**src/include/epr_map.vh**
```
// register map and field constants for the emulated phy status and identifier bank
`ifndef EPR_MAP_VH
`define EPR_MAP_VH

`define EPR_ADDR_W 9
// word byte offsets on the device register space
`define EPR_OFS_BASIC_STATUS 9'h1C4
`define EPR_OFS_ID_HIGH 9'h1C8
`define EPR_OFS_ID_LOW 9'h1CC
// management register indices
`define EPR_IDX_BASIC_STATUS 5'h01
`define EPR_IDX_ID_HIGH 5'h02
`define EPR_IDX_ID_LOW 5'h03
// status bit positions
`define EPR_ST_T4 15
`define EPR_ST_TX_FD 14
`define EPR_ST_TX_HD 13
`define EPR_ST_10_FD 12
`define EPR_ST_10_HD 11
`define EPR_ST_T2_FD 10
`define EPR_ST_T2_HD 9
`define EPR_ST_EXT_STATUS 8
`define EPR_ST_RSVD 7
`define EPR_ST_NO_PREAMBLE 6
`define EPR_ST_AN_DONE 5
`define EPR_ST_REMOTE_FAULT 4
`define EPR_ST_AN_ABLE 3
`define EPR_ST_LINK_UP 2
`define EPR_ST_JABBER 1
`define EPR_ST_EXT_CAP 0
// identifier low field positions
`define EPR_IDL_ORG_LSB 10
`define EPR_IDL_MODEL_LSB 4
`define EPR_IDL_REV_LSB 0
// reset values (arbitrary neutral identity values)
`define EPR_RST_ID_HIGH 16'h1234
`define EPR_RST_ID_LOW 16'h5678
// emulated auto-negotiation run time after reset
`define EPR_AN_TIME_NS 200
`define EPR_CLK_NS 10
`define EPR_AN_CYCLES ((`EPR_AN_TIME_NS + `EPR_CLK_NS - 1) / `EPR_CLK_NS)

`endif

```
**src/hw/epr_an_timer.v**
```verilog
// emulated auto-negotiation completion timer
`timescale 1ns/10ps
`default_nettype none

module epr_an_timer (
    input wire clk_sys,
    input wire arst_n,
    input wire restart,
    output reg done_q
);
    `include "epr_map.vh"

    localparam integer AN_CYCLES_I = `EPR_AN_CYCLES;
    // run time fits eight bits, cut on purpose
    localparam [7:0] AN_CYCLES = AN_CYCLES_I[7:0];

    reg [7:0] cnt_q;

    always @(posedge clk_sys or negedge arst_n) begin
        if (!arst_n) begin
            cnt_q <= 8'h00;
            done_q <= 1'b0;
        end else if (restart) begin
            cnt_q <= 8'h00;
            done_q <= 1'b0;
        end else if (!done_q) begin
            if (cnt_q == AN_CYCLES - 8'h01) begin
                done_q <= 1'b1;
            end
            cnt_q <= cnt_q + 8'h01;
        end
    end
endmodule // epr_an_timer

`default_nettype wire

```
**src/hw/epr_regs.v**
```verilog
// emulated phy basic status and identifier register bank
//
// Behaviour
// - words are 32 bits, upper half zero; management reads return low 16 bits
// - status, id high, id low at indices 1,2,3; id high at byte 1C8h
// - status register is read-only; writes change nothing
// - status bits 15, 10, 9 always read zero
// - status bits 14 through 11 always read one
// - extended-status bit 8 always reads zero
// - bit 6 reads zero, preamble must always be sent
// - auto-negotiation complete clears on reset, sets after emulated negotiation
// - remote fault bit 4 and jabber bit 1 read zero
// - link status bit 2 always reads one
// - auto-negotiation ability bit 3 reads one
// - extended capability bit 0 reads one
// - id high bits 15:0 read/write, upper organization identifier
// - id low holds organization low six bits, model and revision, all read/write
// - soft reset returns every register, identifiers too, to default
`timescale 1ns/10ps
`default_nettype none

module epr_regs (
    input wire clk_sys,
    input wire arst_n,
    // device register space, 32-bit words
    input wire host_sel,
    input wire host_wr,
    input wire [8:0] host_addr,
    input wire [31:0] host_wdata,
    output reg [31:0] host_rdata_q,
    output reg host_ack_q,
    output reg host_err_q,
    // management frame engine, 16-bit registers by index
    input wire mgmt_sel,
    input wire mgmt_wr,
    input wire [4:0] mgmt_index,
    input wire [15:0] mgmt_wdata,
    output reg [15:0] mgmt_rdata_q,
    output reg mgmt_ack_q,
    // self-clearing reset bit from the emulated control register
    input wire emulated_phy_soft_reset,
    output reg an_done_q
);
    `include "epr_map.vh"

    // ------------------------------------------------------------
    // address decode
    // ------------------------------------------------------------
    localparam [1:0] SEL_NONE = 2'h0;
    localparam [1:0] SEL_STATUS = 2'h1;
    localparam [1:0] SEL_ID_HIGH = 2'h2;
    localparam [1:0] SEL_ID_LOW = 2'h3;

    function [1:0] host_decode;
        input [8:0] a;
        begin
            case (a)
                `EPR_OFS_BASIC_STATUS: host_decode = SEL_STATUS;
                `EPR_OFS_ID_HIGH: host_decode = SEL_ID_HIGH;
                `EPR_OFS_ID_LOW: host_decode = SEL_ID_LOW;
                default: host_decode = SEL_NONE;
            endcase
        end
    endfunction

    function [1:0] mgmt_decode;
        input [4:0] i;
        begin
            case (i)
                `EPR_IDX_BASIC_STATUS: mgmt_decode = SEL_STATUS;
                `EPR_IDX_ID_HIGH: mgmt_decode = SEL_ID_HIGH;
                `EPR_IDX_ID_LOW: mgmt_decode = SEL_ID_LOW;
                default: mgmt_decode = SEL_NONE;
            endcase
        end
    endfunction

    wire [1:0] host_hit = host_decode(host_addr);
    wire [1:0] mgmt_hit = mgmt_decode(mgmt_index);

    // ------------------------------------------------------------
    // auto-negotiation emulation
    // ------------------------------------------------------------
    wire an_done;

    epr_an_timer u_an_timer (
        .clk_sys(clk_sys),
        .arst_n(arst_n),
        .restart(emulated_phy_soft_reset),
        .done_q(an_done)
    );

    // ------------------------------------------------------------
    // status word
    // ------------------------------------------------------------
    reg [15:0] status;
    always @* begin
        status = 16'h0000;
        status[`EPR_ST_T4] = 1'b0;
        status[`EPR_ST_T2_FD] = 1'b0;
        status[`EPR_ST_T2_HD] = 1'b0;
        status[`EPR_ST_TX_FD] = 1'b1;
        status[`EPR_ST_TX_HD] = 1'b1;
        status[`EPR_ST_10_FD] = 1'b1;
        status[`EPR_ST_10_HD] = 1'b1;
        status[`EPR_ST_EXT_STATUS] = 1'b0;
        status[`EPR_ST_NO_PREAMBLE] = 1'b0;
        status[`EPR_ST_AN_DONE] = an_done;
        status[`EPR_ST_REMOTE_FAULT] = 1'b0;
        status[`EPR_ST_JABBER] = 1'b0;
        status[`EPR_ST_LINK_UP] = 1'b1;
        status[`EPR_ST_AN_ABLE] = 1'b1;
        status[`EPR_ST_EXT_CAP] = 1'b1;
    end

    // ------------------------------------------------------------
    // identifier registers
    // ------------------------------------------------------------
    reg [15:0] id_high_q;
    reg [15:0] id_low_q;

    // host write takes priority over a same-cycle management write
    always @(posedge clk_sys or negedge arst_n) begin
        if (!arst_n) begin
            id_high_q <= `EPR_RST_ID_HIGH;
            id_low_q <= `EPR_RST_ID_LOW;
        end else if (emulated_phy_soft_reset) begin
            id_high_q <= `EPR_RST_ID_HIGH;
            id_low_q <= `EPR_RST_ID_LOW;
        end else if (host_sel && host_wr) begin
            if (host_hit == SEL_ID_HIGH) begin
                id_high_q <= host_wdata[15:0];
            end
            if (host_hit == SEL_ID_LOW) begin
                id_low_q <= host_wdata[15:0];
            end
        end else if (mgmt_sel && mgmt_wr) begin
            if (mgmt_hit == SEL_ID_HIGH) begin
                id_high_q <= mgmt_wdata;
            end
            if (mgmt_hit == SEL_ID_LOW) begin
                id_low_q <= mgmt_wdata;
            end
        end
    end

    // ------------------------------------------------------------
    // read mux
    // ------------------------------------------------------------
    function [15:0] read_word;
        input [1:0] s;
        input [15:0] st;
        input [15:0] hi;
        input [15:0] lo;
        begin
            case (s)
                SEL_STATUS: read_word = st;
                SEL_ID_HIGH: read_word = hi;
                SEL_ID_LOW: read_word = lo;
                default: read_word = 16'h0000;
            endcase
        end
    endfunction

    always @(posedge clk_sys or negedge arst_n) begin
        if (!arst_n) begin
            host_rdata_q <= 32'h00000000;
            host_ack_q <= 1'b0;
            host_err_q <= 1'b0;
            mgmt_rdata_q <= 16'h0000;
            mgmt_ack_q <= 1'b0;
            an_done_q <= 1'b0;
        end else begin
            host_ack_q <= host_sel;
            host_err_q <= host_sel && (host_hit == SEL_NONE);
            if (host_sel && !host_wr) begin
                host_rdata_q <= {16'h0000, read_word(host_hit, status, id_high_q,
                    id_low_q)};
            end
            mgmt_ack_q <= mgmt_sel;
            if (mgmt_sel && !mgmt_wr) begin
                mgmt_rdata_q <= read_word(mgmt_hit, status, id_high_q, id_low_q);
            end
            an_done_q <= an_done;
        end
    end
endmodule // epr_regs

`default_nettype wire

```
**config.mk**
```make
export PLATFORM = sky130hd
export DESIGN_NAME = epr_regs
export DESIGN_NICKNAME = d
export VERILOG_FILES = /design/src/hw/epr_an_timer.v /design/src/hw/epr_regs.v
export VERILOG_INCLUDE_DIRS = /design/src /design/src/include
export SDC_FILE = /design/constraint.sdc
export NUM_CORES = 1
export LEC_CHECK = 0
export BUFFER_PORTS_ARGS = -buffer_cell sky130_fd_sc_hd__buf_4
export CAP_MARGIN = 20
export CORE_UTILIZATION = 52
export DETAILED_ROUTE_END_ITERATION = 8
export PLACE_DENSITY_LB_ADDON = 0.1
export REMOVE_ABC_BUFFERS = 1
export SYNTH_ARGS = -nofsm -noshare
export SYNTH_HDL_FRONTEND = slang
export SYNTH_SLANG_ARGS = --single-unit
```
**constraint.sdc**
```tcl
create_clock -name clk_sys -period 1.7 [get_ports clk_sys]
set_input_delay 0.34 -clock clk_sys [delete_from_list [all_inputs] [get_ports clk_sys]]
set_output_delay 0.34 -clock clk_sys [all_outputs]
set_load 0.03 [all_outputs]
```
# [Word-level counts from Yosys, hierarchy flattened]
# Index checks and enable logic that the tools add are counted.
[totals] output_inout_bits=52 inputBits=69 word_cells=59 register_bits=77
[op_classes] reduce_logical=13 n_addsub=1 mux=19 n_eq_ne=16
[op_table] cell="2-to-1 mux 16 bit" n=10
[op_table] cell="case mux 16 bit (3 select lines)" n=2
[op_table] cell="== test 9 bit, second input constant" n=3
[op_table] cell="2-to-1 mux 8 bit" n=2
[op_table] cell="case mux 2 bit (3 select lines)" n=2
[op_table] cell="== test 5 x 2 -> 1 bit, second input constant" n=2
[op_table] cell="nonzero test 3 bit" n=3
[op_table] cell="adder 8 x 1 -> 8 bit, second input constant" n=1
[op_table] cell="== test 2 bit, second input constant" n=4
[op_table] cell="== test 8 x 5 -> 1 bit, second input constant" n=1
[op_table] cell="!= test 3 x 2 -> 1 bit, second input constant" n=2
[op_table] cell="AND reduction 3 bit" n=2
[op_table] cell="== test 5 x 1 -> 1 bit, second input constant" n=1
[op_table] cell="logical AND 1 bit" n=5
[op_table] cell="== test 2 x 1 -> 1 bit, second input constant" n=2
[op_table] cell="2-to-1 mux 1 bit" n=3
[op_table] cell="zero test 1 bit" n=2
[op_table] cell="zero test 2 bit" n=1
[op_table] cell="!= test 2 bit, second input constant" n=1

# [Longest topological paths before layout]
# Gate-level depths: netlist of run 1.
[logic_depth] ltp_word=7 ltp_mapped=8 ltp_nobuf=4

# [Hierarchy]
# A second synthesis of run 1 with hierarchy kept.
[hier_totals] hier_cells=375 hier_area_um2=3857.4
[modules_own_cells] mod="epr_regs" area_each_um2=3403.3 seq_area_each_um2=1717.9 cells_each=332 n_inst=1
[modules_own_cells] mod="epr_an_timer" area_each_um2=454.2 seq_area_each_um2=225.2 cells_each=43 n_inst=1

# [Least setup slack after synthesis of run 1]
# No wires, ideal clock.
[synth_timing] path_kind="input-to-reg" startpoint="input port mgmt_index[3]" endpoint="register id_high_q[1]" cell_stages=7 slack_ps=-493 arrival_ps=2068 setup_time_ps=125 required_ps=1575 n_path_buf=3 path_cell_list="or3b_4 or4_4 buf_6 and2_4 buf_6 buf_12 mux2_4"
[synth_between] elab_chain_cells=5 elab_cells_between_ends=7 classes_between="eq/ne (4); mux (1); reduce/logical (2)"
[synth_rtl] item="start, declared" line="epr_regs.v:36" text="input wire [4:0] mgmt_index,"
[synth_rtl] item="== test 5 x 2 -> 1 bit or == test 5 x 1 -> 1 bit (tied branches)" line="epr_regs.v:69" text="case (i)"
[synth_rtl] item="case mux 2 bit (3 select lines) *" line="epr_regs.v:69"
[synth_rtl] item="== test 2 bit *" line="epr_regs.v:138" text="if (mgmt_hit == SEL_ID_HIGH) begin"
[synth_rtl] item="nonzero test 3 bit (no line) *"
[synth_rtl] item="AND reduction 3 bit (no line) *"
[synth_rtl] item="end signal, assigned" line="epr_regs.v:128" text="id_high_q <= `EPR_RST_ID_HIGH;"
[synth_rtl] item="end signal, assigned" line="epr_regs.v:132" text="id_high_q <= host_wdata[15:0];"
[synth_rtl] item="end signal, assigned" line="epr_regs.v:139" text="id_high_q <= mgmt_wdata;"
[synth_rtl] item="end, declared" line="epr_regs.v:119" text="reg [15:0] id_high_q;"
# Mark *: on every way between the ends. The rest lies on a longest branch, timed or not.
# A chain may end at the register's enable or synchronous reset.

# [Worst setup path in the final report of run 1]
[layout_timing] startpoint="input port mgmt_index[3]" endpoint="register id_high_q[3]"
# Same word-level chain as after synthesis.

==> run_results.csv, run 1 <==
group,metric,value,unit
critical_path,start_kind,"input pin",
critical_path,worstPathCellList,"buf_4 > or3b_4 > or4_4 > and2_4 > o311a_1",
power_and_ir_drop,p_int,2778,uW
final_layout,nets,574,
routing,highest_layer,"met4",
clock_network,cts_tree,"done",
placement,io_buffers,88,
critical_path,cp_max_fo,7,
timing,timing.final.crit_period,1.667,ns
floorplanning,start_util,54.20,%
floorplanning,die_h,89.19,um
power_and_ir_drop,p_sw_share,26.45,%
synthesis,yosysSeqAreaShare,49.16,%
routing,drt-initial-drc-count,226,
routing,drc,0,
power_and_ir_drop,power_frac_comb,13.0,%
routing,wl_met3,662,um
critical_path,setup.worst_path.class,"input pin to flop",
final_layout,multiInputGateArea,1824,um^2
routing,dr.pass1.iters,5,
critical_path,critPathMaxStageDelay,0.51,ns
power_and_ir_drop,pwr-share-clk,37.3,%
synthesis,postSynthCellCount,390,
critical_path,required,1.93,ns
synthesis,ys_async_sr_fraction,100.0,%
timing,clock.fmax,0.5997,GHz
timing,fin_ws,0.03261,ns
power_and_ir_drop,power.switching,998.6,uW
power_and_ir_drop,seqPwrFrac,49.7,%
timing,slew_headroom,58.90,%
floorplanning,dieArea,7954,um^2
placement,dpl_cell_area,4841,um^2
synthesis,synth_edf_count,0,
power_and_ir_drop,p_leak,0.002557,uW
routing,routedWlPerCell,16.62,um
routing,ant_nets,0,
final_layout,layout_commonest_cell,"buf_4",
global_route,grt_pass1_vias,3093,
outcome,status,"finished, final reports clean",
final_layout,n_fill_cell,570,
clock_network,clkTransAtPathRegs,0.08,ns
final_layout,final_area,5065,um^2
timing,rsz0062_at_grt,"false",
placement,dp.final_hpwl,7.289,mm
clock_network,cts_sinks,77,
timing,hold_violations,0,
critical_path,crit_family,"simple AND/OR/NAND/NOR gates",
critical_path,cp_num_buf_inv,1,
power_and_ir_drop,ir_drop,0.4156,mV
clock_network,cts_buffers,9,
floorplanning,fp.coreArea,7292,um^2
clock_network,post_cts_buffers,0,
synthesis,synth.distinct_cells,50,
floorplanning,rows,31,
job,max_cap_violations,0,
global_route,overflow,0,
synthesis,synth_seq_cells,77,
clock_network,ctsRootBufferMaster,"clkbuf_8",
global_route,grt_first_pass_wirelength,15.54,mm
timing,setup_tns,0,ns
global_route,grt_use_total,26.59,%
global_route,grt_antenna_before_repair,0,
placement,gp_congestion,0.8540,
clock_network,clk_latency,0.35,ns
timing,worst_pin_slew,0.6158,ns
synthesis,yosys_warnings,0,
synthesis,synth_area,3953,um^2
routing,vias,3364,
floorplanning,io_pins,121,
timing,skew,0.01118,ns
final_layout,final_cell_mix,"125 x buf_4, 64 x dfrtp_1, 44 x nand2_1",
final_layout,seq_area,1943,um^2
clock_network,cts_buffer_depth,2,
critical_path,cp.arrival,1.90,ns
final_layout,drive_gt1_share,34.18,%
routing,wl_met2,4.711,mm
clock_network,cts_max_level,3,
critical_path,crit_cells,5,
critical_path,rrSetupSlack,0.38,ns
critical_path,ff2ff_path_depth,4,
hold_path,hold_class,"input pin to flop",
timing,drv_slew,0,
critical_path,cp-end-kind,"flop",
routing,met1_length,4.506,mm
power_and_ir_drop,powerDensity,745.6,nW/um^2
timing,period_share,98.08,%
routing,wl,10.10,mm
placement,place_ws,-0.3880,ns
routing,route.detailed.vias_per_inst,5.533,
critical_path,cpMaxStageDelayCell,"or4_4",
synthesis,avgSynthCellArea,10.13,um^2
final_layout,area_delta_synth_final,28.14,%
hold_path,min_path_cells,1,
floorplanning,die_width,89.19,um
final_layout,antenna_cells,0,
timing,setup-violations-final,0,
synthesis,synthFlopType,"dfrtp_1",
global_route,grt_start_max_net_pins,40,
## cell usage after synthesis (8+ instances only)
master,number,share of area [%]
o311a_1,9,2.3
o21ai_0,39,4.9
buf_4,16,3.0
nor2_1,33,3.1
and3_1,8,1.3
dfstp_2,13,8.6
clkbuf_1,20,1.9
a22oi_1,16,3.0
nand2_1,44,4.2
dfrtp_1,64,41
mux2i_1,32,8.1
## power groups by stage
stage	Combinational, uW	Clock [uW]	Sequential, uW
finish	492	1410	1880
global route	534	1500	1880
floorplan	183	0	1940
global placement	480	0	1910
CTS	491	1420	1880
detailed placement	487	0	1910
## metal layers
layer  GRT usage (%)  vias to the layer above
met4           10.82                        0
met5               0                        -
li1                -                     1574
met2           41.36                      150
met3           3.970                       16
met1           37.54                     1624
## logic make-up (layout without fill, tap and decap cells)
family | after synthesis | count (layout) | share of synthesized area [%]
mux | 40 | 40 | 10.48
buf+inv | 42 | 145 | 6.299
other cells | 1 | 16 | 0.09488
flops | 77 | 77 | 49.16
simple gates | 136 | 137 | 17.98
fa+ha+maj | 1 | 1 | 0.3165
compound gates | 86 | 86 | 14.12
xor+xnor | 7 | 7 | 1.551
## per-stage QoR
| stage | instances | power (uW) | hold WS, ns | util, % |
|---|---|---|---|---|
| 2_1_floorplan | 364 | 2124 | 0.04441 | - |
| 3_3_place_gp | 590 | 2389 | 0.2952 | 66.39 |
| 3_5_place_dp | 590 | 2398 | 0.3010 | 66.39 |
| 4_1_cts | 608 | 3783 | 0.1080 | 69.35 |
| 5_1_grt | 608 | 3914 | 0.1114 | 69.46 |
| 6_report | 608 | 3776 | 0.1150 | 69.46 |
## path summary, 6_finish.rpt
path | endpoint | start
max | id_high_q[3] | mgmt_index[3]
min | mgmt_ack_q | mgmt_sel
max reg2reg | u_an_timer.cnt_q[5] | u_an_timer.done_q
min reg2reg | mgmt_rdata_q[11] | mgmt_rdata_q[11]
max in group asynchronous | u_an_timer.cnt_q[3] | arst_n
min in group asynchronous | mgmt_rdata_q[12] | arst_n
## what timing repair did
item,4_1_cts,5_1_grt
hold buffers,1,0
endpoints found under the setup margin,2,4
pin swaps,1,2
gates cloned,1,0
hold endpoints to repair,17,0
gates resized for setup,0,2
## flip-flops by register name, summed over array words and instances, names as in the netlist
signal / flops
mgmt_rdata_q: 16
u_an_timer.cnt_q: 8
host_err_q: 1
an_done_q: 1
u_an_timer.done_q: 1
id_low_q: 16
mgmt_ack_q: 1
host_ack_q: 1
host_rdata_q: 16
id_high_q: 16
## cell type report
type,instances,area share (%)
clock inverters,6,1.210
repair buffers,128,19.17
well taps,99,2.446
clock buffers,10,2.717
multi-input cells,287,36.02
flip-flops and latches,77,38.36
inverters,1,0.07411
Power figures use the tool's default switching activity.
==> run 2: changes to the inputs <==
--- a/config.mk
+++ b/config.mk
@@ -6,12 +6,13 @@
 export SDC_FILE = /design/constraint.sdc
 export NUM_CORES = 1
 export LEC_CHECK = 0
-export BUFFER_PORTS_ARGS = -buffer_cell sky130_fd_sc_hd__buf_4
 export CAP_MARGIN = 20
-export CORE_UTILIZATION = 52
+export CORE_UTILIZATION = 63
 export DETAILED_ROUTE_END_ITERATION = 8
+export DONT_BUFFER_PORTS = 1
 export PLACE_DENSITY_LB_ADDON = 0.1
 export REMOVE_ABC_BUFFERS = 1
 export SYNTH_ARGS = -nofsm -noshare
 export SYNTH_HDL_FRONTEND = slang
+export SYNTH_HIERARCHICAL = 1
 export SYNTH_SLANG_ARGS = --single-unit
==> run_results.csv, run 2 <==
group,metric,value,unit
outcome,status,"complete, but fails checks",
outcome,violations,"negative hold slack",
global_route,grt_antenna_before_repair,1,
routing,dr.pass1.iters,4,
floorplanning,die_h,80.25,um
power_and_ir_drop,seqPwrFrac,52.6,%
synthesis,yosysTopAreaCell,"dfrtp_1",
timing,setup-violations-final,0,
final_layout,final_cells,466,
routing,routedWlPerCell,19.52,um
synthesis,synth.distinct_cells,46,
power_and_ir_drop,p_sw_share,27.47,%
critical_path,ff2ff_path_depth,3,
power_and_ir_drop,p_int,3166,uW
power_and_ir_drop,power,4366,uW
power_and_ir_drop,power.switching,1199,uW
clock_network,cts_buffers,9,
clock_network,clkTransAtPathRegs,0.08,ns
routing,vias,2928,
clock_network,cts_tree,"done",
placement,dp.final_hpwl,6.115,mm
synthesis,postSynthCellCount,375,
power_and_ir_drop,power_frac_comb,11.3,%
clock_network,cts_max_level,3,
final_layout,nets,456,
floorplanning,fp.coreArea,5921,um^2
floorplanning,dieArea,6440,um^2
routing,drc,0,
timing,fin_ws,0.01433,ns
critical_path,required,1.93,ns
synthesis,synth_top_area_share,41.52,%
critical_path,setup.worst_path.class,"input pin to flop",
hold_path,hold_class,"input pin to asynchronous set/reset pin",
global_route,grt_use_total,30.73,%
floorplanning,die_width,80.25,um
timing,slew_headroom,59.11,%
power_and_ir_drop,p_leak,0.001913,uW
timing,timing.final.crit_period,1.686,ns
timing,clock.fmax,0.5932,GHz
placement,place_ws,-0.3457,ns
routing,route.detailed.vias_per_inst,6.283,
placement,dpl.cell_count,448,
global_route,overflow,0,
synthesis,synth_most_common_cell,"dfrtp_1",
timing,worst_pin_slew,0.6134,ns
final_layout,drive_gt1_share,18.67,%
floorplanning,start_util,65.15,%
critical_path,cp_max_fo,8,
clock_network,cts_hold_buf,2,
timing,period_share,99.16,%
synthesis,synthTopCellsByCount,"64 x dfrtp_1, 42 x nor2_1, 30 x mux2i_1",
critical_path,cp-end-kind,"flop",
routing,ant_nets,0,
power_and_ir_drop,powerDensity,1034,nW/um^2
critical_path,start_kind,"input pin",
final_layout,antenna_cells,0,
timing,whs,-0.3311,ns
global_route,grt_first_pass_wirelength,14.35,mm
routing,drt-initial-drc-count,168,
timing,hold_violations,77,
synthesis,synth_area,3857,um^2
final_layout,final_util,71.32,%
placement,gp_congestion,0.7960,
clock_network,ctsRootBufferMaster,"clkbuf_8",
clock_network,cts_sinks,77,
global_route,grt_pass1_vias,2907,
job,max_cap_violations,0,
final_layout,area_delta_synth_final,9.471,%
routing,wl,9.095,mm
final_layout,final_cell_mix,"64 x dfrtp_1, 42 x nor2_1, 30 x mux2i_1",
global_route,grt_start_max_net_pins,78,
synthesis,synthTopCellsByArea,"dfrtp_1 42%, dfstp_2 8.9%, mux2i_1 7.8%",
synthesis,synth_seq_cells,77,
clock_network,cts_buffer_depth,2,
placement,io_buffers,0,
floorplanning,io_pins,121,
timing,drv_slew,0,
synthesis,avgSynthCellArea,10.29,um^2
synthesis,synth_edf_count,0,
power_and_ir_drop,pwr-share-clk,36.1,%
synthesis,ys_async_sr_fraction,100.0,%
final_layout,n_fill_cell,457,
power_and_ir_drop,ir_drop,0.8342,mV
critical_path,cp.arrival,1.92,ns
synthesis,yosysSeqAreaShare,50.37,%
clock_network,clk_latency,0.35,ns
timing,rsz0062_at_grt,"true",
floorplanning,rows,28,
synthesis,synthFlopType,"dfrtp_1",
synthesis,yosys_warnings,6,
timing,skew,0.009658,ns
final_layout,layout_commonest_cell,"dfrtp_1",
-- run 2: changes by cell type after synthesis, sizes merged, moves of 9 or more --
cell   previous run  this run
nor2             33        42
o311a             9         0
o21ai            39        21
o31ai             2        14
nand2            44        26
a22oi            16         7
a21oi             7        17
-- run 2: through the flow --
stage	setup TNS, ns	instance area (um^2)
global placement	-6.730	3966
finish	0	4223
floorplan	-24.63	3675
detailed placement	-8.456	3966
CTS	0	4213
global route	-0.05402	4223
-- run 2: cell families (layout without fill, tap and decap cells) --
| family | count (synthesis) | in the layout | synth area share (%) |
|---|---|---|---|
| AO/OA/AOI/OAI | 90 | 90 | 15.67 |
| XOR/XNOR | 3 | 3 | 0.6813 |
| adder cells (fa/ha/maj) | 1 | 1 | 0.3243 |
| buffers and inverters | 48 | 49 | 6.877 |
| flip-flops | 77 | 77 | 50.37 |
| multiplexers | 44 | 44 | 11.87 |
| other | 1 | 16 | 0.09721 |
| AND/OR/NAND/NOR | 111 | 111 | 14.11 |
-- run 2: area by class of cell --
type                       instances  area, um^2  share of cell area (%)
clock buffer                      13       158.9                   3.763
tap                               75       93.84                   2.222
sequential                        77        1943                   46.01
timing repair buffer              26       212.7                   5.037
clock inverter                     3       67.56                   1.600
inverter                           7       26.28                  0.6222
multi-input combinational        265        1720                   40.74
-- run 2: timing repair --
action,in CTS,in global routing
setup endpoints to repair,0,7
buffers inserted,0,0
gates resized for setup,0,2
endpoints found under the hold margin,79,77
-- run 2: routing by layer --
layer | vias up | GRT usage [%] | share of wire (%)
met2 | 113 | 48.72 | 48
met3 | 20 | 7.386 | 7.8
li1 | 1335 | - | -
met1 | 1458 | 39.09 | 42
met5 | - | 0 | 0.14
met4 | 2 | 15.89 | 1.8
-- run 2: power groups by stage --
stage | sequential [uW] | combinational (uW) | clock (uW)
detailed placement | 2330 | 483 | 0
finish | 2300 | 493 | 1580
floorplan | 2300 | 361 | 0
global placement | 2320 | 468 | 0
CTS | 2300 | 490 | 1600
global route | 2320 | 545 | 1670
-- run 2: path summary, 6_finish.rpt --
| check | end | slack (ns) | start |
|---|---|---|---|
| min reg2reg | id_low_q[5] | 0.48 | id_low_q[5] |
| max | id_low_q[2] | 0.01 | mgmt_index[4] |
| min | host_rdata_q[8] | -0.33 | arst_n |
| max in group asynchronous | id_high_q[2] | 1.83 | arst_n |
| max reg2reg | u_an_timer/cnt_q[7] | 0.41 | u_an_timer/cnt_q[2] |
| min in group clk_sys | u_an_timer/cnt_q[3] | 0.04 | emulated_phy_soft_reset |
-- run 2: worst max-delay path: stages --
cell	delay [ns]
or4b_1	0.54
buf_4	0.16
o21ai_0	0.17
o31a_1	0.18
buf_4	0.19
mux2_2	0.34
==> run 3: changes to the inputs <==
--- a/config.mk
+++ b/config.mk
@@ -7,7 +7,9 @@
 export NUM_CORES = 1
 export LEC_CHECK = 0
 export CAP_MARGIN = 20
-export CORE_UTILIZATION = 63
+export CELL_PAD_IN_SITES_DETAIL_PLACEMENT = 0
+export CELL_PAD_IN_SITES_GLOBAL_PLACEMENT = 1
+export CORE_UTILIZATION = 48
 export DETAILED_ROUTE_END_ITERATION = 8
 export DONT_BUFFER_PORTS = 1
 export PLACE_DENSITY_LB_ADDON = 0.1
==> run_results.csv, run 3 (synthesis gave the netlist of run 2 again) <==
group,metric,value,unit
critical_path,r2r-end,"u_an_timer/cnt_q[6]",
critical_path,cp_num_buf_inv,2,
floorplanning,fp.coreArea,7767,um^2
placement,place_ws,-0.3625,ns
placement,io_buffers,0,
critical_path,cpMaxStageDelayCell,"or4b_4",
critical_path,critPathMaxStageDelay,0.53,ns
global_route,grt_first_pass_wirelength,15.44,mm
timing,whs,-0.3359,ns
critical_path,crit_cells,6,
routing,ant_nets,0,
clock_network,cts_tree,"done",
power_and_ir_drop,p_int,2942,uW
routing,vias,2843,
final_layout,layout_commonest_cell,"dfrtp_1",
global_route,grt_antenna_before_repair,0,
power_and_ir_drop,power_frac_comb,11.7,%
routing,drt-initial-drc-count,191,
timing,worst_pin_slew,0.7909,ns
floorplanning,dieArea,8399,um^2
critical_path,setup.worst_path.class,"input pin to flop",
critical_path,rrSetupSlack,0.41,ns
power_and_ir_drop,powerDensity,992.9,nW/um^2
hold_path,hold_class,"input pin to asynchronous set/reset pin",
global_route,grt_start_max_net_pins,78,
power_and_ir_drop,p_leak,0.001892,uW
power_and_ir_drop,power.switching,1243,uW
power_and_ir_drop,ir_drop,0.4173,mV
timing,slew_headroom,47.03,%
final_layout,multiInputGateArea,1714,um^2
floorplanning,io_pins,121,
routing,wl,9.684,mm
routing,dr.pass1.iters,4,
clock_network,cts_buffer_depth,2,
global_route,grt_use_total,24.75,%
critical_path,crit_family,"simple AND/OR/NAND/NOR gates",
timing,clock.fmax,0.6111,GHz
outcome,violations,"negative hold slack",
clock_network,clk_latency,0.36,ns
global_route,grt_pass1_vias,2836,
placement,gp_congestion,0.7668,
routing,routedWlPerCell,19.68,um
routing,drc,0,
critical_path,start_kind,"input pin",
timing,skew,0.01028,ns
critical_path,startpoint,"mgmt_index[4]",
timing,period_share,96.26,%
final_layout,area_delta_synth_final,9.277,%
timing,setup-violations-final,0,
timing,fin_ws,0.06352,ns
final_layout,n_fill_cell,739,
power_and_ir_drop,pwr-share-clk,33.4,%
power_and_ir_drop,power,4186,uW
timing,drv_slew,0,
clock_network,ctsRootBufferMaster,"clkbuf_8",
global_route,overflow,0,
critical_path,cp.arrival,1.88,ns
power_and_ir_drop,p_sw_share,29.71,%
floorplanning,start_util,49.66,%
final_layout,nets,455,
floorplanning,die_width,91.65,um
floorplanning,die_h,91.65,um
critical_path,cp_max_fo,7,
timing,hold_violations,77,
job,max_cap_violations,0,
timing,timing.final.crit_period,1.636,ns
critical_path,ff2ff_path_depth,4,
clock_network,clkTransAtPathRegs,0.09,ns
critical_path,required,1.95,ns
power_and_ir_drop,seqPwrFrac,54.9,%
clock_network,cts_sinks,77,
clock_network,cts_max_level,3,
critical_path,cp-end-kind,"flop",
placement,dp.final_hpwl,6.420,mm
final_layout,antenna_cells,0,
final_layout,final_cell_mix,"64 x dfrtp_1, 42 x nor2_1, 30 x mux2i_1",
final_layout,final_util,54.27,%
outcome,status,"complete, but fails checks",
clock_network,cts_buffers,9,
final_layout,drive_gt1_share,18.21,%
timing,rsz0062_at_grt,"false",
critical_path,endpoint,"id_low_q[8]",
routing,route.detailed.vias_per_inst,5.778,
critical_path,worstPathCellList,"or4b_4 > buf_4 > o21ai_0 > o31a_1 > buf_6 > mux2_2",
floorplanning,rows,32,
critical_path,r2r-start,"u_an_timer/done_q",
final_layout,seq_area,1943,um^2
timing,setup_tns,0,ns
-- run 3: repair_timing --
item / 4_1_cts / 5_1_grt
hold endpoints to repair: 78 / 78
setup buffers: 0 / 0
endpoints found under the setup margin: 0 / 13
resized for setup: 0 / 3
hold buffers: 1 / 1
-- run 3: cell type report --
cell class              instances  area share (%)
clock buffers                  11           3.117
clock inverters                 5           1.425
repair buffers                 25           5.046
flip-flops and latches         77           46.10
multi-input cells             265           40.66
inverters                       7          0.6233
well taps                     102           3.028
-- run 3: power by group through the flow --
| stage | Combinational (uW) | Sequential (uW) | Clock, uW |
|---|---|---|---|
| 2_1_floorplan | 361 | 2300 | 0 |
| 3_3_place_gp | 469 | 2330 | 0 |
| 3_5_place_dp | 481 | 2340 | 0 |
| 4_1_cts | 486 | 2300 | 1430 |
| 5_1_grt | 545 | 2330 | 1490 |
| 6_report | 488 | 2300 | 1400 |
-- run 3: worst min-delay path by stage --
stage,start,to,slack [ns],depth (start not counted)
4_1_cts,arst_n,mgmt_rdata_q[4],-0.34,0
5_1_grt,arst_n,mgmt_rdata_q[4],-0.35,0
3_3_place_gp,arst_n,mgmt_rdata_q[4],0.05,0
6_report,arst_n,mgmt_rdata_q[4],-0.34,0
2_1_floorplan,arst_n,an_done_q,0.04,0
3_5_place_dp,arst_n,mgmt_rdata_q[4],0.05,0
-- run 3: layer usage --
| layer | GRT usage, % | routed length (um) |
|---|---|---|
| met4 | 7.804 | 80 |
| met1 | 34.53 | 4295 |
| met3 | 4.312 | 668 |
| met2 | 39.35 | 4639 |
| met5 | 0 | 0 |
-- run 3: stage by stage --
step | instance area, um^2 | std cells
2_1_floorplan | 3675 | 349
5_1_grt | 4215 | 492
6_report | 4215 | 492
4_1_cts | 4194 | 491
3_5_place_dp | 3993 | 474
3_3_place_gp | 3993 | 474
